**config.mk**
```make
export PLATFORM = sky130hd
export DESIGN_NAME = dmx_exec
export DESIGN_NICKNAME = d
export VERILOG_FILES = /design/src/hw/dmx_pkg.sv /design/src/hw/dmx_qphase.sv /design/src/hw/dmx_exec.sv
export SDC_FILE = /design/constraint.sdc
export NUM_CORES = 1
export LEC_CHECK = 0
export BUFFER_PORTS_ARGS = -buffer_cell sky130_fd_sc_hd__buf_2
export CAP_MARGIN = 20
export CORE_MARGIN = 8
export CORE_UTILIZATION = 40
export DETAILED_ROUTE_END_ITERATION = 8
export PLACE_DENSITY = 0.67
export SLEW_MARGIN = 10
export SYNTH_ARGS = -nofsm -noshare
export SYNTH_HDL_FRONTEND = slang
export SYNTH_SLANG_ARGS = --single-unit
```
**constraint.sdc**
```tcl
create_clock -name clk -period 2.5 [get_ports clk]
set_input_delay 0.125 -clock clk [delete_from_list [all_inputs] [get_ports clk]]
set_output_delay 0.125 -clock clk [all_outputs]
set_load 0.005 [all_outputs]
```
**src/hw/dmx_pkg.sv**
```systemverilog
package dmx_pkg;

    // ****************************************************************
    // Widths
    // ****************************************************************
    localparam int DMX_WORD_W = 16;
    localparam int DMX_ADDR_W = 12;
    localparam int DMX_DATA_W = 8;

    // ****************************************************************
    // Opcode patterns
    // ****************************************************************
    localparam logic [3:0] DMX_OPC_MOVE_FIRST = 4'hc;  // First word of file-to-file move
    localparam logic [3:0] DMX_OPC_MOVE_SECOND = 4'hf; // Second word of file-to-file move
    localparam logic [7:0] DMX_OPC_BANK_LIT = 8'h01;   // Load bank literal
    localparam logic [7:0] DMX_OPC_ACC_LIT = 8'h0e;    // Load accumulator literal
    localparam logic [6:0] DMX_OPC_STORE = 7'h37;      // Store accumulator, bit 8 is access select

    // ****************************************************************
    // Field positions
    // ****************************************************************
    localparam int DMX_ACCESS_BIT = 8;

    // ****************************************************************
    // Data space layout
    // ****************************************************************
    localparam logic [11:0] DMX_ACC_ADDR = 12'hfe8;    // Accumulator location in data space
    localparam logic [7:0] DMX_ACCESS_SPLIT = 8'h80;   // Access bank low/high split
    localparam logic [3:0] DMX_ACCESS_LO_BANK = 4'h0;
    localparam logic [3:0] DMX_ACCESS_HI_BANK = 4'hf;

    // ****************************************************************
    // Reset values
    // ****************************************************************
    localparam logic [7:0] DMX_ACC_RESET = 8'h00;
    localparam logic [7:0] DMX_BANK_RESET = 8'h00;

    // ****************************************************************
    // Types
    // ****************************************************************
    typedef enum logic [1:0] {
        DMX_PH_Q1 = 2'b00,
        DMX_PH_Q2 = 2'b01,
        DMX_PH_Q3 = 2'b10,
        DMX_PH_Q4 = 2'b11
    } dmx_phase_e;

    typedef enum logic [0:0] {
        DMX_ST_DECODE = 1'b0,
        DMX_ST_SECOND = 1'b1
    } dmx_state_e;

    typedef enum logic [2:0] {
        DMX_OP_NONE = 3'b000,
        DMX_OP_MOVE_RD = 3'b001,
        DMX_OP_MOVE_WAIT = 3'b010,
        DMX_OP_MOVE_WR = 3'b011,
        DMX_OP_BANK = 3'b100,
        DMX_OP_ACC = 3'b101,
        DMX_OP_STORE = 3'b110
    } dmx_op_e;

endpackage

```
**src/hw/dmx_qphase.sv**
```systemverilog
module dmx_qphase
    import dmx_pkg::*;
(
    input wire logic clk,
    input wire logic rst_b,
    output dmx_phase_e phase_q
);

    typedef struct packed {
        dmx_phase_e phase;
    } dmx_qphase_s;

    dmx_qphase_s s_q;
    dmx_qphase_s s_d;

    // Quarter phases advance Q1 to Q4 and wrap
    always_comb begin
        s_d = s_q;
        unique case (s_q.phase)
            DMX_PH_Q1: s_d.phase = DMX_PH_Q2;
            DMX_PH_Q2: s_d.phase = DMX_PH_Q3;
            DMX_PH_Q3: s_d.phase = DMX_PH_Q4;
            DMX_PH_Q4: s_d.phase = DMX_PH_Q1;
        endcase
    end

    // Phase register
    always_ff @(posedge clk or negedge rst_b) begin
        if (!rst_b) begin
            s_q <= '{phase: DMX_PH_Q1};
        end else begin
            s_q <= s_d;
        end
    end

    assign phase_q = s_q.phase;

endmodule // dmx_qphase

```
**src/hw/dmx_exec.sv**
```systemverilog
// Operation
// (RULE_01) Move takes full 12-bit source and destination
// (RULE_02) Accumulator may be move source or destination
// (RULE_03) Software never targets program counter or stack
// (RULE_04) Software avoids moving interrupt settings while enabled
// (RULE_05) Move is two words, two or three cycles
// (RULE_06) Source read Q2 first, write Q4 second
// (RULE_07) Bank literal opcode loads bank select register
// (RULE_08) Accumulator literal loads accumulator, one cycle
// (RULE_09) Store copies accumulator to file, one cycle
// (RULE_10) Store address selects any byte in bank
// (RULE_11) Access select zero targets the access bank
// (RULE_12) Access select one uses bank select register
module dmx_exec
    import dmx_pkg::*;
#(
    parameter logic [11:0] ACC_ADDR = DMX_ACC_ADDR
) (
    input wire logic clk,
    input wire logic rst_b,
    input wire logic instr_valid,
    input wire logic [DMX_WORD_W-1:0] instr_word,
    input wire logic [DMX_DATA_W-1:0] mem_rdata,
    output logic instr_fetch,
    output logic busy,
    output logic mem_rd,
    output logic mem_wr,
    output logic [DMX_ADDR_W-1:0] mem_addr,
    output logic [DMX_DATA_W-1:0] mem_wdata,
    output logic [DMX_DATA_W-1:0] acc_q,
    output logic [DMX_DATA_W-1:0] bank_sel_q
);

    // ****************************************************************
    // State
    // ****************************************************************
    typedef struct packed {
        dmx_state_e st;
        dmx_op_e op;
        logic [DMX_ADDR_W-1:0] addr;
        logic [DMX_DATA_W-1:0] lit;
        logic [DMX_DATA_W-1:0] dat;
        logic [DMX_DATA_W-1:0] acc;
        logic [DMX_DATA_W-1:0] bank;
        logic fetch;
        logic busy;
        logic rd;
        logic wr;
        logic [DMX_ADDR_W-1:0] maddr;
        logic [DMX_DATA_W-1:0] wdata;
    } dmx_exec_s;

    dmx_exec_s s_q;
    dmx_exec_s s_d;
    dmx_phase_e phase;
    logic taken;
    logic [DMX_ADDR_W-1:0] store_addr;

    // ****************************************************************
    // Quarter phase sequencer
    // ****************************************************************
    dmx_qphase u_qphase (
        .clk(clk),
        .rst_b(rst_b),
        .phase_q(phase)
    );

    assign taken = (phase == DMX_PH_Q1) && instr_valid;

    // Banked store address: access bank or bank select register
    always_comb begin
        store_addr = {s_q.bank[3:0], instr_word[7:0]}; // RULE_12
        if (!instr_word[DMX_ACCESS_BIT]) begin
            if (instr_word[7:0] < DMX_ACCESS_SPLIT) begin
                store_addr = {DMX_ACCESS_LO_BANK, instr_word[7:0]}; // RULE_11
            end else begin
                store_addr = {DMX_ACCESS_HI_BANK, instr_word[7:0]}; // RULE_11
            end
        end
    end

    // ****************************************************************
    // Decode and execute
    // ****************************************************************
    always_comb begin
        s_d = s_q;
        s_d.rd = 1'b0;
        s_d.wr = 1'b0;
        s_d.fetch = (phase == DMX_PH_Q4);
        unique case (phase)
            DMX_PH_Q1: begin
                if (s_q.st == DMX_ST_SECOND) begin
                    if (!instr_valid) begin
                        s_d.op = DMX_OP_MOVE_WAIT; // RULE_05
                    end else if (instr_word[15:12] == DMX_OPC_MOVE_SECOND) begin
                        s_d.op = DMX_OP_MOVE_WR;
                        s_d.addr = instr_word[11:0]; // RULE_01
                        s_d.st = DMX_ST_DECODE;
                    end else begin
                        s_d.op = DMX_OP_NONE; // Broken pair is dropped
                        s_d.st = DMX_ST_DECODE;
                    end
                end else if (!instr_valid) begin
                    s_d.op = DMX_OP_NONE;
                end else if (instr_word[15:12] == DMX_OPC_MOVE_FIRST) begin
                    s_d.op = DMX_OP_MOVE_RD;
                    s_d.st = DMX_ST_SECOND;
                    s_d.addr = instr_word[11:0]; // RULE_01
                    s_d.maddr = instr_word[11:0];
                    s_d.rd = (instr_word[11:0] != ACC_ADDR); // RULE_06
                end else if (instr_word[15:8] == DMX_OPC_BANK_LIT) begin
                    s_d.op = DMX_OP_BANK;
                    s_d.lit = instr_word[7:0];
                end else if (instr_word[15:8] == DMX_OPC_ACC_LIT) begin
                    s_d.op = DMX_OP_ACC;
                    s_d.lit = instr_word[7:0];
                end else if (instr_word[15:9] == DMX_OPC_STORE) begin
                    s_d.op = DMX_OP_STORE;
                    s_d.maddr = store_addr; // RULE_10
                end else begin
                    s_d.op = DMX_OP_NONE;
                end
            end
            DMX_PH_Q2: begin
                // Source byte, accumulator served internally
                if (s_q.op == DMX_OP_MOVE_RD) begin
                    s_d.dat = (s_q.addr == ACC_ADDR) ? s_q.acc : mem_rdata; // RULE_02
                end
            end
            DMX_PH_Q3: begin
                unique case (s_q.op)
                    DMX_OP_BANK: s_d.bank = s_q.lit; // RULE_07
                    DMX_OP_ACC: s_d.acc = s_q.lit; // RULE_08
                    DMX_OP_STORE: begin
                        s_d.wr = 1'b1; // RULE_09
                        s_d.wdata = s_q.acc;
                    end
                    DMX_OP_MOVE_WR: begin
                        if (s_q.addr == ACC_ADDR) begin
                            s_d.acc = s_q.dat; // RULE_02
                        end else begin
                            s_d.wr = 1'b1; // RULE_06
                            s_d.maddr = s_q.addr;
                            s_d.wdata = s_q.dat;
                        end
                    end
                    default: s_d.wr = 1'b0;
                endcase
            end
            DMX_PH_Q4: begin
                s_d.busy = (s_q.st == DMX_ST_SECOND); // RULE_05
            end
        endcase
        if (taken && s_q.st == DMX_ST_DECODE && instr_word[15:12] == DMX_OPC_MOVE_FIRST) begin
            s_d.busy = 1'b1;
        end
    end

    // State register
    always_ff @(posedge clk or negedge rst_b) begin
        if (!rst_b) begin
            s_q <= '{st: DMX_ST_DECODE, op: DMX_OP_NONE, addr: '0, lit: '0, dat: '0,
                     acc: DMX_ACC_RESET, bank: DMX_BANK_RESET, fetch: 1'b1, busy: 1'b0,
                     rd: 1'b0, wr: 1'b0, maddr: '0, wdata: '0};
        end else begin
            s_q <= s_d;
        end
    end

    // Outputs straight from the state register
    assign instr_fetch = s_q.fetch;
    assign busy = s_q.busy;
    assign mem_rd = s_q.rd;
    assign mem_wr = s_q.wr;
    assign mem_addr = s_q.maddr;
    assign mem_wdata = s_q.wdata;
    assign acc_q = s_q.acc;
    assign bank_sel_q = s_q.bank;
endmodule // dmx_exec

```
; Word level (Yosys, flattened, before mapping)
; Cells that the tools add are included.
; Widths: inputs -> output; s select.
[totals]
ff_bits = 74
latch_bits = 0
ramBits = 0
mem_bits_ro = 0
in_bits = 27
output_inout_bits = 40
wordCells = 101
mem_count = 0
[op_classes]
add_sub_neg = 0
multipliers = 0
div = 0
n_lt_le_gt_ge = 1
eq_ne = 25
shifts = 0
mux = 42
n_bitwise = 2
n_reduce_logical = 17
[op_table]
columns = op, count
row1 = $mux 12, 12
row2 = $mux 8, 5
row3 = $pmux 8 s2, 2
row4 = $pmux 12 s2, 1
row5 = $mux 21, 1
row6 = $mux 20, 1
row7 = $mux 3, 6
row8 = $mux 16, 1
row9 = $eq 12x12->1 const B, 1
row10 = $ne 12x12->1 const B, 1
row11 = $ne 2x2->1 const B, 6
row12 = $reduce_bool 2->1, 6
row13 = $mux 1, 10
row14 = $eq 3x3->1 const B, 3
row15 = $eq 4x4->1 const B, 2
row16 = $eq 8x1->1 const B, 1
row17 = $eq 8x4->1 const B, 1
row18 = $lt 8x8->1 const B, 1
row19 = $pmux 2 s4, 1
row20 = $reduce_and 8->1, 1
row21 = $eq 7x6->1 const B, 1
row22 = $ne 3x3->1 const B, 2
row23 = $reduce_and 3->1, 2
row24 = $reduce_and 5->1, 1
row25 = 13 further kinds, 18

; Logic depth before layout (Yosys ltp)
; Gate-level depths: netlist of run 1.
[logic_depth]
word_depth = 10
ltp_mapped = 7
ltp_nobuf = 6

; Hierarchy
; Synthesis of run 1 repeated with hierarchy kept, for this count alone.
[hier_totals]
cells_unflattened = 371
hier_area_um2 = 3838.7
[by_module_without_submodules]
columns = module, instances, cells_each, area_each_um2, seq_area_each_um2
row1 = dmx_exec, 1, 364, 3749.8, 1803.0
row2 = dmx_qphase, 1, 7, 88.8, 50.0

; Worst setup path before layout of run 1
; OpenSTA, ideal clock, no wires.
[synth_path]
path_kind = register to register
startpoint = register u_qphase.s_q (netlist bit u_qphase.phase_q[0])
endpoint = register s_q (netlist bit mem_addr[10])
setup_time_ns = 0.125
arrival_time_ns = 2.129
slack_ns = 0.246
stages_incl_launch_ff = 8
n_path_buf = 1
synth_period_minus_slack_ns = 2.254
path_cell_list = dfrtp_1 -> inv_1 -> ha_1 -> nand3b_1 -> or4_1 -> a32oi_2 -> buf_6 -> mux2_2
[synth_via]
elab_chain_len = 3
elab_cells_between_ends = 12
[synth_lines]
columns = item, line
row1 = from (decl), dmx_qphase.sv:13  ; dmx_qphase_s s_q;
row2 = from (signal assigned), dmx_qphase.sv:30  ; s_q <= '{phase: DMX_PH_Q1};
row3 = $eq 2x2->1 or $logic_not 2->1 (tied branches), dmx_exec.sv:90  ; unique case (phase)
row4 = $ne 2x2->1 (no line) (tied with other cells), n/a
row5 = $reduce_and 8->1 (no line), n/a
row6 = to (signal assigned), dmx_exec.sv:162  ; s_q <= '{st: DMX_ST_DECODE, op: DMX_OP_NONE, addr: '0, lit: '0, dat: '0,
row7 = to (decl), dmx_exec.sv:53  ; dmx_exec_s s_q;
; Several ways; a longest one is shown, not always the timed one.
; A chain may end at the register's enable or synchronous reset.

; Worst setup path in the final report of run 1
[layout_path]
startpoint = register u_qphase.s_q (netlist bit u_qphase.phase_q[1])
endpoint = register s_q (netlist bit mem_addr[0])
; Same word-level chain as after synthesis.

==> out/results.tsv, run 1 <==
stage	metric	value	unit
logic_synthesis	synthMuxAreaShare	21.0	%
drt	drcViolationCount	0	
layout	seqCellArea	1850	um^2
clock_network	htreeDepth	3	
run	cap_violations	0	
floorplanning	rows	36	
layout	layout.nets	430	
setup_path	arrival	2530	ps
setup_path	crit_chain	inv_1 > ha_1 > nand3b_1 > or4_1 > a32oi_2 > buf_4 > mux2_2	
logic_synthesis	synth-simple-area-share	12.9	%
hold_path	hold_depth	3	
global_routing	antenna_found_initial	0	
drt	ant_nets	0	
global_routing	gr-total-overflow	0	
sta	post-route-period-util	92.2	%
place	finalWeightedCongestion	0.895	
place	portBuffers	66	
sta	final_max_slew_viol_count	0	
sta	skew	16.1	ps
drt	dr.pass1.iters	4	
setup_path	r2r_start	u_qphase.phase_q[1]	
logic_synthesis	avgSynthCellArea	10.7	um^2
clock_network	cts.reportedPaths.clkPinSlew	80	ps
logic_synthesis	synth_warnings	0	
setup_path	r2r_end	mem_addr[0]	
layout	syn_to_final_growth	11.3	%
setup_path	crit_slowest_cell	or4_1	
logic_synthesis	synth_top_family_by_area	multiplexers	
floorplanning	io_pins	67	
place	dp_hpwl	6480	um
floorplanning	initial_utilization	40.5	%
layout	final.fill_count	922	
logic_synthesis	yosysSeqAreaShare	47.7	%
logic_synthesis	ys_ff_latch	74	
power_and_ir_drop	p_leak	2.11	nW
sta	rsz0062_at_grt	no	
setup_path	path_delay_family	simple AND/OR/NAND/NOR gates	
clock_network	insertion_delay	360	ps
layout	diodes	0	
sta	min_period	2300	ps
global_routing	grt_max_degree	75	
logic_synthesis	synth_fa_ha_area_share	1.61	%
logic_synthesis	async_flop_share	100	%
setup_path	reg2reg_depth	7	
setup_path	critical_path_class	flop to flop	
logic_synthesis	syn_area	3880	um^2
layout	drive_gt1_share	38.0	%
logic_synthesis	synthCells	362	
logic_synthesis	synth_edf_count	0	
logic_synthesis	synth_compound_area_share	6.22	%
run_status	status	finished, final reports clean	
global_routing	grt_pass1_vias	2889	
setup_path	r2r_slack	200	ps
setup_path	startpoint_type	flop	
drt	via_per_inst	4.95	
hold_path	worstHoldPathType	input pin to flop	
clock_network	root_buffer	clkbuf_8	
floorplanning	die_height	115	um
drt	drtIter0Drc	153	
setup_path	crit_path_max_incr_delay	570	ps
logic_synthesis	synth_xor_xnor_area_share	0	%
power_and_ir_drop	peakVddDrop	350	uV
sta	tightest_slew	928	ps
sta	holdWs	48.6	ps
setup_path	worstPathMaxFanout	12	
floorplanning	die_w	115	um
drt	wl_per_cell	16.2	um
sta	slew_headroom	38.1	%
sta	fmax	0.434	GHz
drt	dr_total_vias	2654	
layout	multiInputGateArea	1630	um^2
sta	tns	0	ps
sta	hold_violations	0	
logic_synthesis	synthFlopType	dfrtp_1	
clock_network	cts_setup_buffers	0	
global_routing	grt.total_usage	14.1	%
setup_path	required	2730	ps
global_routing	grt_pass1_wl	14400	um
clock_network	cts_sinks	74	
drt	drt_wl_total	8690	um
setup_path	cp-end-kind	flop	
hold_path	hold_path_end	s_q[61]	
sta	setup_viol	0	
clock_network	cts_tree	done	
clock_network	clk_path_buf_depth	2	
logic_synthesis	ys_types	41	
logic_synthesis	synth_fp_nets	394	
setup_path	critPathBufInv	2	
power_and_ir_drop	powerDensity	578	nW/um^2
floorplanning	core	9590	um^2
clock_network	cts_buffers	9	
hold_path	holdCritStartpoint	instr_word[5]	
floorplanning	dieArea	13100	um^2
==> metrics by stage <==
stage / util (%) / cells / setup slack [ps] / power, mW / cell area [um^2]
floorplan: - / 362 / 246 / 1.50 / 3880
global placement: 42.9 / 519 / 273 / 1.58 / 4120
detailed placement: 42.9 / 519 / 208 / 1.59 / 4120
CTS: 45.1 / 536 / 182 / 2.54 / 4330
global route: 45.1 / 536 / 79.5 / 2.62 / 4330
finish: 45.1 / 536 / 196 / 2.50 / 4330
==> worst max path at each step <==
stage | from | end | slack (ps) | depth (start not counted)
finish | u_qphase.phase_q[1] | mem_addr[0] | 200 | 7
detailed placement | u_qphase.phase_q[0] | mem_addr[0] | 210 | 7
global route | u_qphase.phase_q[1] | mem_addr[9] | 80 | 7
CTS | u_qphase.phase_q[0] | mem_addr[0] | 180 | 7
global placement | u_qphase.phase_q[0] | mem_addr[7] | 270 | 7
floorplan | u_qphase.phase_q[0] | mem_addr[10] | 250 | 7
==> power by group <==
part / total, mW / switching [mW] / internal (mW)
sequential: 1.33 / 0.0576 / 1.27
clock: 0.939 / 0.471 / 0.468
combinational: 0.231 / 0.123 / 0.108
total: 2.50 / 0.652 / 1.85
==> cell usage in the layout (no fill, tap or decap), drive strengths merged, types with 2 or more instances in the layout <==
master,Yosys,final
nor2,13,13
nand2b,2,2
nor4,3,3
mux2i,24,24
nand3b,2,2
o31ai,2,2
o22ai,8,8
nor3,4,4
clkinv,0,4
nand3,3,3
nand2,58,58
o21ai,8,8
or2,4,4
buf,42,74
mux2,51,51
clkbuf,8,9
nand4b,3,3
nor2b,2,2
nand4,2,2
inv,20,22
a21oi,9,9
o311ai,2,2
ha,5,5
dfrtp,73,73
a31oi,3,3
==> synthesized netlist by cell type (all sizes together) (2+ instances only) <==
master	instances	area, um^2
a21oi	9	45.0
a31oi	3	25.0
buf	42	309
clkbuf	8	30.0
dfrtp	73	1830
ha	5	62.6
inv	20	75.1
mux2	51	574
mux2i	24	240
nand2	58	218
nand2b	2	12.5
nand3	3	15.0
nand3b	2	15.0
nand4	2	12.5
nand4b	3	26.3
nor2	13	48.8
nor2b	2	12.5
nor3	4	36.3
nor4	3	18.8
o21ai	8	40.0
o22ai	8	50.1
o311ai	2	17.5
o31ai	2	15.0
or2	4	25.0
==> worst min-delay path: cells and delay by family <==
family	cells	cell delay [ps]
simple gates	1	60
buf+inv	1	130
mux	1	60
==> layout make-up <==
cell class / count / area share, %
Sequential cell: 74 / 42.8
Multi-Input combinational cell: 218 / 37.7
Timing Repair Buffer: 75 / 9.31
Tap cell: 133 / 3.85
Clock buffer: 9 / 2.86
Clock inverter: 7 / 1.74
Inverter: 20 / 1.74
==> flip-flops by register name, indices dropped and copies added (netlist names) <==
register	count
busy	1
mem_addr	12
mem_rd	1
acc_q	8
bank_sel_q	8
mem_wr	1
s_q	32
u_qphase.phase_q	2
mem_wdata	8
instr_fetch	1
==> repair_timing <==
| item | 4_1_cts | 5_1_grt |
|---|---|---|
| endpoints found under the hold margin | 73 | 0 |
| hold buffers | 1 | 0 |
| resized for setup | 0 | 0 |
==> per-layer routing <==
layer	vias to the layer above	global-route usage, %	share of wire (%)
li1	1281	-	-
met1	1285	16.7	44
met2	77	23.6	48
met3	11	4.32	6.7
met4	0	4.79	1.1
met5	-	0	0
==> cells by family after synthesis <==
kind of cell,count (synthesis)
DFF,74
muxes,75
AOI/OAI and AO/OA,36
adders and majority gates,5
and+or+nand+nor,102
buffers and inverters,70
No activity file was read; power rests on OpenSTA's default activity.
==> inputs of run 2 (changes only) <==
--- a/config.mk
+++ b/config.mk
@@ -5,6 +5,7 @@
 export SDC_FILE = /design/constraint.sdc
 export NUM_CORES = 1
 export LEC_CHECK = 0
+export ABC_AREA = 1
 export BUFFER_PORTS_ARGS = -buffer_cell sky130_fd_sc_hd__buf_2
 export CAP_MARGIN = 20
 export CORE_MARGIN = 8
==> run 2 against run 1 <==
Against the previous run: flip-flop and latch count is the same; largest power group unchanged; register-to-register slack improved by 360 ps; largest cell class unchanged; worst setup slack improved by 360 ps.
==> out/results.tsv, run 2 <==
stage	metric	value	unit
sta	slew_headroom	37.3	%
logic_synthesis	async_flop_share	100	%
clock_network	cts-resized-gates	0	
global_routing	grt.total_usage	14.5	%
global_routing	grt_pass1_wl	16800	um
clock_network	htreeDepth	3	
layout	final_cell_mix	201 x nand2_1, 73 x dfrtp_1, 65 x buf_2	
setup_path	startpoint_type	flop	
clock_network	cts_tree	done	
sta	setup_viol	0	
floorplanning	dieArea	14100	um^2
layout	layout.nets	604	
logic_synthesis	syn_area	4210	um^2
floorplanning	initial_utilization	40.9	%
logic_synthesis	yosysSeqAreaShare	44.1	%
power_and_ir_drop	p_comb_share	9.3	%
layout	largest_reg_flops	32	
setup_path	worstPathMaxFanout	13	
logic_synthesis	synthMuxAreaShare	1.34	%
drt	wl_per_cell	14.1	um
logic_synthesis	synth_edf_count	0	
logic_synthesis	synth_fa_ha_area_share	1.49	%
setup_path	critical_path_class	flop to flop	
power_and_ir_drop	swShare	26.2	%
logic_synthesis	yosys-top-cells-count	201 x nand2_1, 73 x dfrtp_1, 44 x inv_1	
global_routing	gr-total-overflow	0	
logic_synthesis	synth-simple-area-share	31.2	%
power_and_ir_drop	powerDensity	528	nW/um^2
place	finalWeightedCongestion	0.942	
floorplanning	die_height	119	um
setup_path	reg2reg_depth	9	
clock_network	insertion_delay	350	ps
hold_path	hold_depth	3	
drt	via_per_inst	4.88	
place	portBuffers	66	
floorplanning	io_pins	67	
setup_path	arrival	2190	ps
sta	tightest_slew	940	ps
sta	fmax	0.514	GHz
power_and_ir_drop	power.total	2.41	mW
layout	multiInputGateArea	1790	um^2
layout	final.fill_count	1050	
layout	final_common_cell	nand2_1	
setup_path	crit_path_max_incr_delay	410	ps
power_and_ir_drop	p_leak	2.58	nW
setup_path	required	2740	ps
logic_synthesis	ys_types	33	
sta	post-route-period-util	77.9	%
sta	min_period	1950	ps
global_routing	grt_max_degree	75	
drt	ant_nets	0	
clock_network	cts_sinks	74	
setup_path	critPathBufInv	1	
clock_network	cts.reportedPaths.clkPinSlew	80	ps
clock_network	clk_path_buf_depth	2	
clock_network	holdBufCountCts	1	
clock_network	cts_setup_buffers	0	
hold_path	worstHoldPathType	input pin to flop	
logic_synthesis	synth_area_leaders	dfrtp_1 43%, nand2_1 18%, buf_4 6.8%	
sta	final_max_slew_viol_count	0	
setup_path	cp_common_cell	nand2_1	
global_routing	antenna_found_initial	0	
floorplanning	die_w	119	um
drt	dr_total_vias	3478	
place	dp_hpwl	7570	um
setup_path	crit_slowest_cell	dfrtp_1	
clock_network	root_buffer	clkbuf_8	
drt	drcViolationCount	0	
floorplanning	rows	37	
logic_synthesis	synth_xor_xnor_area_share	0	%
run	cap_violations	0	
power_and_ir_drop	p_sw	631	uW
drt	drtIter0Drc	226	
power_and_ir_drop	seqPwrFrac	53.7	%
logic_synthesis	yosysTopAreaCell	dfrtp_1	
setup_path	cp.depth	9	
layout	seqCellArea	1850	um^2
logic_synthesis	ys_ff_latch	74	
logic_synthesis	synth_warnings	0	
floorplanning	core	10300	um^2
sta	holdWs	43.5	ps
global_routing	grt_pass1_vias	3364	
drt	drt_wl_total	10000	um
setup_path	cp-end-kind	flop	
sta	tns	0	ps
layout	syn_to_final_growth	8.48	%
logic_synthesis	synthCells	546	
sta	skew	9.35	ps
logic_synthesis	synth_compound_area_share	8.45	%
sta	hold_violations	0	
layout	regMostFlops	s_q	
power_and_ir_drop	internal_power	1.78	mW
setup_path	path_delay_family	simple AND/OR/NAND/NOR gates	
layout	drive_gt1_share	20.6	%
layout	diodes	0	
logic_synthesis	synth_top_family_by_area	simple AND/OR/NAND/NOR gates	
logic_synthesis	synthFlopType	dfrtp_1	
power_and_ir_drop	p_clk_share	37.0	%
setup_path	crit_chain	inv_1 > ha_1 > nand3_2 > nand2_1 > nand3_1 > nand2_2 > nand3_2 > nand2_1 > nand2_1	
logic_synthesis	synth_fp_nets	578	
sta	rsz0062_at_grt	no	
logic_synthesis	netlist.area_leader.share	43.4	%
clock_network	cts_buffers	9	
drt	dr.pass1.iters	5	
logic_synthesis	avgSynthCellArea	7.70	um^2
run_status	status	finished, final reports clean	
power_and_ir_drop	peakVddDrop	230	uV
logic_synthesis	synth_most_common_cell	nand2_1	
[run 2: changes by cell type after synthesis, sizes merged, moves of 8 or more]
cell,before,now
a21oi,9,21
buf,42,54
inv,20,44
mux2,51,5
mux2i,24,0
nand2,58,204
nand3,3,38
nand4,2,21
nor2,13,31
o21ai,8,35
o22ai,8,0
[run 2: area by class of cell]
cell class	count	share of cell area, %
Clock buffer	12	3.62
Inverter	46	3.81
Timing Repair Buffer	73	8.50
Clock inverter	4	0.548
Sequential cell	74	40.6
Tap cell	136	3.73
Multi-Input combinational cell	368	39.2
[run 2: kinds of logic after synthesis]
| family | after synthesis |
|---|---|
| fa+ha+maj | 5 |
| mux | 5 |
| compound gates | 60 |
| flops | 74 |
| simple gates | 298 |
| buf+inv | 104 |
[run 2: tightest hold or removal path, cell delays in order]
cell	delay, ps
buf_2	100
nand2_1	50
o21ai_0	70
[run 2: worst paths after layout]
path,slack (ps),from,end
worst max-delay path,550,u_qphase.phase_q[0],mem_addr[11]
worst min-delay path,40,instr_word[1],s_q[57]
worst max register to register,550,u_qphase.phase_q[0],mem_addr[11]
worst min register to register,470,mem_addr[0],mem_addr[0]
max in group asynchronous,1440,rst_b,s_q[70]
min in group asynchronous,470,rst_b,bank_sel_q[6]
[run 2: metal layers]
metal	part of all wire, %	vias to the layer above	GRT usage (%)
li1	-	1758	-
met1	47	1580	19.0
met2	45	123	22.7
met3	5.7	17	3.19
met4	2.0	0	5.93
met5	0	-	0
[run 2: metrics by stage]
stage / instances / cell area, um^2 / util [%] / worst slack (ps)
after CTS: 713 / 4560 / 44.4 / 542
after global placement: 696 / 4360 / 42.5 / 686
final: 713 / 4560 / 44.4 / 553
after global routing: 713 / 4560 / 44.4 / 312
after detailed placement: 696 / 4360 / 42.5 / 538
after floorplan: 546 / 4210 / - / 940
[run 2: power groups by stage]
stage / clock, mW / sequential, mW / combinational (mW)
4_1_cts: 0.909 / 1.29 / 0.228
5_1_grt: 0.964 / 1.30 / 0.257
2_1_floorplan: 0 / 1.31 / 0.148
3_3_place_gp: 0 / 1.32 / 0.222
6_report: 0.890 / 1.29 / 0.224
3_5_place_dp: 0 / 1.32 / 0.226
==> inputs of run 3 (changes only) <==
--- a/config.mk
+++ b/config.mk
@@ -11,7 +11,7 @@
 export CORE_MARGIN = 8
 export CORE_UTILIZATION = 40
 export DETAILED_ROUTE_END_ITERATION = 8
-export PLACE_DENSITY = 0.67
+export PLACE_DENSITY = 0.69
 export SLEW_MARGIN = 10
 export SYNTH_ARGS = -nofsm -noshare
 export SYNTH_HDL_FRONTEND = slang
==> constraint.sdc (replaced) <==
create_clock -name clk -period 1.6 [get_ports clk]
set_input_delay 0.08 -clock clk [delete_from_list [all_inputs] [get_ports clk]]
set_output_delay 0.08 -clock clk [all_outputs]
set_load 0.005 [all_outputs]
==> run 3 against run 2 <==
Against the previous run: cell count grew 3.6%; total power grew 57%; critical endpoint is now s_q[43]; register-to-register slack lost 500 ps; hold slack lost 37 ps; fmax grew 26%; core utilization grew 3.7 points; clock power grew 56%; flip-flop and latch count is the same; combinational power grew 67%; via count grew 4.9%.
==> out/results.tsv, run 3 (synthesis gave the netlist of run 2 again) <==
stage	metric	value	unit
sta	rsz0062_at_grt	yes	
global_routing	grt.total_usage	14.8	%
layout	layout.nets	630	
clock_network	insertion_delay	360	ps
sta	fmax	0.646	GHz
floorplanning	die_height	119	um
power_and_ir_drop	powerDensity	765	nW/um^2
setup_path	critical_path_class	flop to flop	
floorplanning	core	10300	um^2
place	finalWeightedCongestion	0.877	
setup_path	worstPathMaxFanout	7	
drt	dr_total_vias	3650	
global_routing	gr-total-overflow	0	
clock_network	root_buffer	clkbuf_8	
layout	postLayoutCoreUtil	48.1	%
setup_path	startpoint_type	flop	
sta	tightest_slew	423	ps
run_status	status	finished, final reports clean	
floorplanning	die_w	119	um
layout	final_cell_mix	195 x nand2_1, 73 x dfrtp_1, 65 x buf_2	
setup_path	crit_chain	inv_2 > buf_4 > ha_1 > nand4_1 > buf_4 > a21oi_1 > a21oi_1	
run	cap_violations	0	
floorplanning	rows	37	
drt	via_per_inst	4.94	
clock_network	cts_tree	done	
drt	drcViolationCount	0	
place	portBuffers	66	
layout	largest_reg_flops	32	
clock_network	htreeDepth	3	
sta	tns	0	ps
power_and_ir_drop	power.total	3.78	mW
drt	drtIter0Drc	220	
floorplanning	initial_utilization	40.9	%
power_and_ir_drop	peakVddDrop	366	uV
layout	regMostFlops	s_q	
setup_path	arrival	1780	ps
power_and_ir_drop	p_leak	2.70	nW
sta	fin_ws	51.0	ps
sta	slew_headroom	71.8	%
clock_network	cts_buffers	9	
clock_network	cts.reportedPaths.clkPinSlew	90	ps
setup_path	crit_slowest_cell	dfrtp_1	
place	dp_hpwl	7850	um
drt	drt_wl_total	10600	um
drt	ant_nets	0	
setup_path	crit_path_max_incr_delay	410	ps
layout	final.fill_count	1023	
sta	holdWs	6.93	ps
floorplanning	dieArea	14100	um^2
layout	diodes	0	
layout	drive_gt1_share	25.9	%
floorplanning	io_pins	67	
sta	hold_violations	0	
drt	wl_per_cell	14.3	um
global_routing	grt_max_degree	75	
sta	final_max_slew_viol_count	0	
sta	setup_viol	0	
hold_path	worstHoldPathType	input pin to flop	
drt	dr.pass1.iters	4	
global_routing	grt_pass1_vias	3512	
setup_path	cp-end-kind	flop	
sta	post-route-period-util	96.8	%
sta	skew	12.8	ps
place	place_ws	-80.7	ps
layout	syn_to_final_growth	17.5	%
clock_network	clk_path_buf_depth	2	
clock_network	cts_sinks	74	
global_routing	antenna_found_initial	0	
setup_path	required	1830	ps
global_routing	grt_pass1_wl	17200	um
layout	final_common_cell	nand2_1	
sta	min_period	1550	ps
==> run 3: worst paths after layout <==
kind                                startpoint  depth (start not counted)  slack [ps]             to
max                        u_qphase.phase_q[1]                          7          50        s_q[43]
min                               mem_rdata[1]                          3           7        s_q[41]
max reg2reg                u_qphase.phase_q[1]                          7          50        s_q[43]
min reg2reg                        mem_addr[0]                          2         480    mem_addr[0]
max in group asynchronous                rst_b                          3         990    instr_fetch
min in group asynchronous                rst_b                          3         250  bank_sel_q[7]
==> run 3: final cells by class <==
class,instances,area [um^2],area share (%)
repair buffers,97,627,12.7
inverters,46,174,3.52
clock buffers,10,138,2.78
well taps,136,170,3.44
flip-flops and latches,74,1850,37.5
multi-input cells,370,1930,39.1
clock inverters,6,50.0,1.01
==> run 3: metal layers <==
metal,GRT usage [%],up-vias,wire length (um)
li1,-,1821,-
met1,20.0,1708,4960
met2,22.9,105,4840
met3,3.38,16,624
met4,5.14,0,167
met5,0,-,0
==> run 3: per-stage QoR <==
step                area [um^2]  cells
floorplan                  4210    546
global placement           4490    711
detailed placement         4490    711
CTS                        4770    733
global route               4940    739
finish                     4940    739
==> run 3: repair_timing <==
item | CTS | global route
hold endpoints to repair | 77 | 0
cloned | 1 | 2
resized for setup | 8 | 25
setup endpoints to repair | 21 | 58
hold buffers | 5 | 0
pin swaps | 1 | 8
setup buffers | 0 | 4
==> run 3: worst max-delay path: cells and delay by family (launching register included) <==
kind | cells | cell delay [ps]
AO/OA/AOI/OAI | 2 | 280
adder cells (fa/ha/maj) | 1 | 130
flip-flops | 1 | 410
buffers and inverters | 3 | 420
AND/OR/NAND/NOR | 1 | 190
==> run 3: power breakdown <==
group / internal [mW] / total (mW) / switching [mW]
clock network: 0.618 / 1.39 / 0.768
logic: 0.145 / 0.373 / 0.228
registers: 1.96 / 2.02 / 0.0624
